<file path="src/include/rst_pkg.sv">
// constants for the reset source combiner and its cause/control register
// assumes a single 100 MHz system clock and an AXI4-Lite register port
//
// Summary of operation
// - Any active reset source drives the master system reset output.
// - Each reset source sets its own flag in the cause register.
// - Power-on reset clears all flags, setting power-on and brown-out bits.
// - Software may set or clear flags; writing never causes a reset.
// - Bit 15 records a trap conflict reset.
// - Bit 14 records illegal opcode, addressing, pointer or security reset.
// - Bit 9 records a configuration mismatch reset.
// - Bit 8 keeps the regulator active in sleep when one.
// - Bit 7 records a master clear pin reset.
// - Bit 6 records a reset caused by the reset instruction.
// - Bit 5 enables the watchdog; an unprogrammed fuse forces it on.
// - Bit 4 records a watchdog time-out.
// - Bit 3 records that the device has been in sleep.
// - Bit 2 records that the device has been in idle.
// - Bits 13 to 10 ignore writes and read zero.
// - System reset forces control bits; cause flags stay unaffected.
// - Bit 1 records a brown-out reset.
// - Bit 0 records a power-on reset.

package rst_pkg;

  // ----------------------------------------------------------------
  // register layout
  // ----------------------------------------------------------------
  localparam int unsigned REG_W = 16;
  localparam int unsigned POWERON_FLAG_BIT = 0;
  localparam int unsigned BROWNOUT_FLAG_BIT = 1;
  localparam int unsigned IDLE_FLAG_BIT = 2;
  localparam int unsigned SLEEP_FLAG_BIT = 3;
  localparam int unsigned WATCHDOG_TIMEOUT_FLAG_BIT = 4;
  localparam int unsigned SOFT_WATCHDOG_ENABLE_BIT = 5;
  localparam int unsigned INSTRUCTION_RESET_FLAG_BIT = 6;
  localparam int unsigned PIN_RESET_FLAG_BIT = 7;
  localparam int unsigned REGULATOR_SLEEP_ACTIVE_BIT = 8;
  localparam int unsigned CONFIG_MISMATCH_FLAG_BIT = 9;
  localparam int unsigned ILLEGAL_CONDITION_FLAG_BIT = 14;
  localparam int unsigned TRAP_CONFLICT_FLAG_BIT = 15;

  // implemented bits, control bits and the power-on value
  localparam logic [15:0] IMPL_MASK = 16'hC3FF;
  localparam logic [15:0] CTRL_MASK = 16'h0120;
  localparam logic [15:0] POWERON_VALUE = 16'h0003;

  // ----------------------------------------------------------------
  // bus map and responses
  // ----------------------------------------------------------------
  localparam int unsigned ADDR_W = 12;
  localparam logic [11:0] RESET_CAUSE_CONTROL_OFFSET = 12'h000;
  localparam logic [1:0] RESP_OKAY = 2'h0;
  localparam logic [1:0] RESP_DECERR = 2'h3;

endpackage

</file>
<file path="src/reset_source_combiner_flags.sv">
// reset source combiner with the reset cause/control register
// assumes all source inputs are synchronous to sys_clk and that nrst is the
// power-on reset of the register domain; registers reached over AXI4-Lite
`timescale 1ns/10ps

module reset_source_combiner_flags (
  input wire logic sys_clk,
  input wire logic nrst,
  // reset sources, active high except the pin
  input wire logic por_active,
  input wire logic brownout_active,
  input wire logic master_clear_pin_n,
  input wire logic reset_instruction,
  input wire logic watchdog_timeout,
  input wire logic config_mismatch,
  input wire logic trap_conflict,
  input wire logic illegal_condition,
  // power-saving state reports and the watchdog fuse
  input wire logic sleep_entered,
  input wire logic idle_entered,
  input wire logic watchdog_fuse_enable,
  // results
  output logic master_system_reset,
  output logic regulator_sleep_active,
  output logic watchdog_run,
  // AXI4-Lite slave
  input wire logic [rst_pkg::ADDR_W-1:0] s_axi_awaddr,
  input wire logic s_axi_awvalid,
  output logic s_axi_awready,
  input wire logic [31:0] s_axi_wdata,
  input wire logic [3:0] s_axi_wstrb,
  input wire logic s_axi_wvalid,
  output logic s_axi_wready,
  output logic [1:0] s_axi_bresp,
  output logic s_axi_bvalid,
  input wire logic s_axi_bready,
  input wire logic [rst_pkg::ADDR_W-1:0] s_axi_araddr,
  input wire logic s_axi_arvalid,
  output logic s_axi_arready,
  output logic [31:0] s_axi_rdata,
  output logic [1:0] s_axi_rresp,
  output logic s_axi_rvalid,
  input wire logic s_axi_rready
);
  import rst_pkg::*;

  // ----------------------------------------------------------------
  // state
  // ----------------------------------------------------------------
  typedef struct packed {
    logic [15:0] rcc;
    logic aw_got;
    logic w_got;
    logic [ADDR_W-1:0] awaddr;
    logic [15:0] wdata;
    logic [1:0] wstrb;
    logic bvalid;
    logic [1:0] bresp;
    logic rvalid;
    logic [15:0] rdata;
    logic [1:0] rresp;
  } state_t;

  state_t cur;
  state_t next_cur;
  logic [15:0] set_vec;
  logic [15:0] rcc;
  logic aw_hit;
  logic ar_hit;
  logic commit;

  assign rcc = cur.rcc;

  // ----------------------------------------------------------------
  // source combining
  // ----------------------------------------------------------------
  // a plain OR so the reset follows a source with no clock of delay;
  // the output glitches only if a source itself glitches
  assign master_system_reset = por_active | brownout_active |
    !master_clear_pin_n | reset_instruction | watchdog_timeout |
    config_mismatch | trap_conflict | illegal_condition;

  // one flag position per source except power-on, which loads POWERON_VALUE, and per power-saving state
  always_comb begin
    set_vec = 16'h0000;
    set_vec[BROWNOUT_FLAG_BIT] = brownout_active;
    set_vec[IDLE_FLAG_BIT] = idle_entered;
    set_vec[SLEEP_FLAG_BIT] = sleep_entered;
    set_vec[WATCHDOG_TIMEOUT_FLAG_BIT] = watchdog_timeout;
    set_vec[INSTRUCTION_RESET_FLAG_BIT] = reset_instruction;
    set_vec[PIN_RESET_FLAG_BIT] = !master_clear_pin_n;
    set_vec[CONFIG_MISMATCH_FLAG_BIT] = config_mismatch;
    set_vec[ILLEGAL_CONDITION_FLAG_BIT] = illegal_condition;
    set_vec[TRAP_CONFLICT_FLAG_BIT] = trap_conflict;
  end

  // control outputs straight from the register bits; watchdog_run is also forced on by the fuse
  assign regulator_sleep_active = cur.rcc[REGULATOR_SLEEP_ACTIVE_BIT];
  assign watchdog_run = watchdog_fuse_enable |
    cur.rcc[SOFT_WATCHDOG_ENABLE_BIT];

  // ----------------------------------------------------------------
  // bus handshakes
  // ----------------------------------------------------------------
  // address and data are each held once taken; no new write is taken
  // until the response has been accepted
  assign s_axi_awready = !cur.aw_got && !cur.bvalid;
  assign s_axi_wready = !cur.w_got && !cur.bvalid;
  assign s_axi_arready = !cur.rvalid;
  assign s_axi_bvalid = cur.bvalid;
  assign s_axi_bresp = cur.bresp;
  assign s_axi_rvalid = cur.rvalid;
  assign s_axi_rresp = cur.rresp;
  assign s_axi_rdata = {16'h0000, cur.rdata};

  // only the one aligned word decodes; low two bits are ignored
  assign aw_hit = cur.awaddr[ADDR_W-1:2] ==
    RESET_CAUSE_CONTROL_OFFSET[ADDR_W-1:2];
  assign ar_hit = s_axi_araddr[ADDR_W-1:2] ==
    RESET_CAUSE_CONTROL_OFFSET[ADDR_W-1:2];
  assign commit = cur.aw_got && cur.w_got && !cur.bvalid;

  // ----------------------------------------------------------------
  // next state
  // ----------------------------------------------------------------
  always_comb begin
    next_cur = cur;
    // write address and data channels, taken in either order
    if (s_axi_awvalid && s_axi_awready) begin
      next_cur.aw_got = 1'b1;
      next_cur.awaddr = s_axi_awaddr;
    end
    if (s_axi_wvalid && s_axi_wready) begin
      next_cur.w_got = 1'b1;
      next_cur.wdata = s_axi_wdata[15:0];
      next_cur.wstrb = s_axi_wstrb[1:0];
    end
    if (cur.bvalid && s_axi_bready) begin
      next_cur.bvalid = 1'b0;
    end
    // commit the write once both halves are held; storing a flag is all
    // a write does, it never feeds the reset output
    if (commit) begin
      next_cur.aw_got = 1'b0;
      next_cur.w_got = 1'b0;
      next_cur.bvalid = 1'b1;
      next_cur.bresp = aw_hit ? RESP_OKAY : RESP_DECERR;
      if (aw_hit && cur.wstrb[0]) begin
        next_cur.rcc[7:0] = cur.wdata[7:0];
      end
      if (aw_hit && cur.wstrb[1]) begin
        next_cur.rcc[15:8] = cur.wdata[15:8];
      end
    end
    // read channel, answered one cycle after the address is taken
    if (cur.rvalid && s_axi_rready) begin
      next_cur.rvalid = 1'b0;
    end
    if (s_axi_arvalid && s_axi_arready) begin
      next_cur.rvalid = 1'b1;
      next_cur.rresp = ar_hit ? RESP_OKAY : RESP_DECERR;
      next_cur.rdata = ar_hit ? (cur.rcc & IMPL_MASK) : 16'h0000;
    end
    // a system reset returns the control bits to their reset value
    // while the cause flags ride through untouched
    if (master_system_reset) begin
      next_cur.rcc = next_cur.rcc & ~CTRL_MASK;
    end
    // hardware sets win over a software clear in the same cycle
    next_cur.rcc = next_cur.rcc | set_vec;
    // power-on wipes everything else and outranks all other sources
    if (por_active) begin
      next_cur.rcc = POWERON_VALUE;
    end
    // unimplemented bits never hold a one
    next_cur.rcc = next_cur.rcc & IMPL_MASK;
  end

  // ----------------------------------------------------------------
  // state register
  // ----------------------------------------------------------------
  // nrst stands for power-on, so the register comes up as after one
  always_ff @(posedge sys_clk or negedge nrst) begin
    if (!nrst) begin
      cur <= '0;
      cur.rcc <= POWERON_VALUE;
    end else begin
      cur <= next_cur;
    end
  end

  // ----------------------------------------------------------------
  // checks
  // ----------------------------------------------------------------
  logic any_write_hit;
  assign any_write_hit = commit && aw_hit;
endmodule

</file>
<file path="config.mk">
export PLATFORM = sky130hd
export DESIGN_NAME = reset_source_combiner_flags
export DESIGN_NICKNAME = d
export VERILOG_FILES = /design/src/include/rst_pkg.sv /design/src/reset_source_combiner_flags.sv
export SDC_FILE = /design/constraint.sdc
export NUM_CORES = 1
export LEC_CHECK = 0
export BUFFER_PORTS_ARGS = -buffer_cell sky130_fd_sc_hd__clkbuf_2
export CORE_MARGIN = 8
export CORE_UTILIZATION = 30
export CTS_CLUSTER_DIAMETER = 50
export DETAILED_ROUTE_END_ITERATION = 10
export SYNTH_ARGS = -nofsm -noshare
export SYNTH_HDL_FRONTEND = slang
export SYNTH_SLANG_ARGS = --single-unit
</file>
<file path="constraint.sdc">
create_clock -name sys_clk -period 5.7 [get_ports sys_clk]
set_clock_uncertainty 0.2 [all_clocks]
set_input_delay 1.71 -clock sys_clk [delete_from_list [all_inputs] [get_ports sys_clk]]
set_output_delay 1.71 -clock sys_clk [all_outputs]
set_load 0.1 [all_outputs]
</file>
==> reports/qor.csv <==
metric,value,unit
Period minus WS final,4.65,ns
Worst R2R Path Depth,4,
Final Total Pwr,1160,uW
DR WL/cell,14.4,microns
synth top area cells,"dfrtp_1, buf_4, mux2_2",
Yosys top cell by area,dfrtp_1,
# DRC,0,
CP Launch Type,input port,
Hold WS,0.299,ns
Mean Syn Cell Area,12.3,sq um
Hold Fails Final Rpt,0,
"commonest non-fill, non-tap cell in the layout",clkbuf_2,
mapped cell area,2450,sq um
worst flop-to-flop path endpoint,rcc[0],
FP Rows,33,
Clock Latency Late Sink,0.30,ns
CTS Buffer Depth,2,
input/output buffers,75,
Worst EP required,3.79,ns
register share of total power,0.472,
"Slowest-stage cell, CP",clkbuf_2,
die width,106,microns
outcome,finished clean,
DP Wirelength,4250,microns
post-CTS sizing,0,
Rel. slew slack,0.486,
Layout Area Growth over Synthesis,15.8,%
Worst Tran Pin Value,0.765,ns
die area,11300,sq um
Hold Path Origin,cur[24],
most frequent cells in the layout,"clkbuf_2, dfrtp_1, mux2_2",
routability congestion estimate,0.718,
# fillers,829,
CTS tree,yes,
peak supply drop,0.000301,V
Net Sw Power,436,uW
Hold Buf Count CTS,0,
"FFs w/ async S/R, synth",1.00,
share of layout cells above drive strength 1,0.446,
Hold Path Depth,1,
Synth warnings,0,
CP arrival,2.74,ns
CTS H-tree lvls,2,
Post-synth EDFFs,0,
clock root buffer,clkbuf_8,
Combinational Power Share,0.339,
I/O Pins,122,
Sw Ratio,0.376,
max cap viols,0,
register bit total from synthesis,54,
RSZ-0062 raised after global routing,false,
Post-Synth Adder-Cell Area,0,
GR Overflow Total,0,
Routed WL,5270,microns
Hold Crit Class,reg -> reg,
CP Capture Type,output pin,
"critical path, cell by cell",clkbuf_2 > nor4_1 > nand4_1 > clkbuf_2,
Leakage Power,0.00142,uW
"Distinct cells, synth",29,
CP peak stage delay,0.43,ns
TNS Setup,0,ns
DRT antenna net count,0,
main combinational cell family by area after synthesis,multiplexers,
CTS sink count,54,
number of global-route vias before repair,1663,
gr usage total,0.0969,
Vias,1549,
total CTS buffers,5,
initial DRC count,63,
Critical Path Fanout Max,3,
period utilization,0.815,
Simple-Gate Fraction of Synth Area,0.0772,
type of the worst setup path,in -> out,
mux cell area share after synthesis,0.155,
PwrDens,409,nW/um^2
Clock power frac,0.189,
Synth top area share,0.531,
WHS Endpoint,rcc[0],
register area share after synthesis,0.553,
DR vias/cell,4.24,
Synth Area in XOR/XNOR,0,
post-synthesis compound-gate area fraction,0.0766,
final core occ,0.352,
P_int,724,uW
crit path launch,reset_instruction,
fin nets,337,
total core area,8050,sq um
design area,2840,sq um
Max Freq,0.215,GHz
Worst-path clk slew,0.09,ns
Post-CTS Setup Repair Bufs,0,
final setup violation count,0,
"Primary FF master, synth",dfrtp_1,
Detailed Routing Iterations Pass 1,4,
# diodes,0,
r2r startpoint,cur[47],
R2R Setup Slk,3.31,ns
initial antenna violation count,0,
Most Frequent Cell on Critical Path,clkbuf_2,
area of placed instances,2750,sq um
Chip Height,106,microns
Pins Over Slew Limit,0,
first-pass GRT wire length,8650,microns
Syn Inst Count,199,
largest net degree at the start of global routing,39,
Starting Density,0.304,
[through the flow]
| step | instances | setup slack (ns) |
|---|---|---|
| floorplan | 218 | 0.824 |
| global placement | 357 | 1.01 |
| detailed placement | 357 | 1.03 |
| CTS | 365 | 1.02 |
| global route | 365 | 0.947 |
| finish | 365 | 1.05 |
[sequential cells by signal, indices dropped and copies added, names as in the netlist]
register      flops
s_axi_rresp       1
s_axi_bresp       1
rcc              12
cur              26
s_axi_bvalid      1
s_axi_rdata      12
s_axi_rvalid      1
[cells in the mapped netlist (3+ instances only)]
cell      count
mux2i_1      11
mux2_2       24
clkbuf_1      6
a22o_1       12
buf_4        36
a21oi_1      12
nor2_1        8
inv_1        10
dfrtp_1      52
nor4_1        3
[logic make-up after synthesis]
family	Yosys count
buffers and inverters	53
AOI/OAI and AO/OA	27
other	1
DFF	54
and+or+nand+nor	29
muxes	35
[layout make-up]
| cell class | instances | area, sq um | share of cell area |
|---|---|---|---|
| Tap cell | 105 | 131 | 0.0463 |
| Sequential cell | 54 | 1350 | 0.477 |
| Inverter | 10 | 37.5 | 0.0132 |
| Timing Repair Buffer | 77 | 390 | 0.138 |
| Clock buffer | 7 | 86.3 | 0.0304 |
| Multi-Input combinational cell | 111 | 832 | 0.293 |
| Clock inverter | 1 | 5.00 | 0.00176 |
[per-layer routing]
metal / up-vias / GRT usage / wire length [microns]
met1: 726 / 0.112 / 2160
li1: 755 / - / -
met2: 64 / 0.157 / 2470
met4: 0 / 0.0302 / 55
met3: 4 / 0.0442 / 588
met5: - / 0 / 0
[how the worst max path moves through the flow]
stage	cells after the start	slack, ns	end
after CTS	4	1.02	master_system_reset
after floorplan	3	0.82	master_system_reset
after detailed placement	4	1.03	master_system_reset
after global placement	4	1.01	master_system_reset
final	4	1.05	master_system_reset
after global routing	4	0.95	master_system_reset
[critical path, delay by kind of cell]
| family | cells | cell delay (ns) |
|---|---|---|
| buf+inv | 2 | 0.54 |
| simple gates | 2 | 0.49 |
[power by group through the flow]
stage          registers (uW)  logic [uW]  clock network (uW)
4_1_cts                   550         400                 232
5_1_grt                   564         422                 247
6_report                  548         394                 219
3_5_place_dp              559         399                   0
2_1_floorplan             569         316                   0
3_3_place_gp              554         391                   0
(Power assumes the default switching activity.)
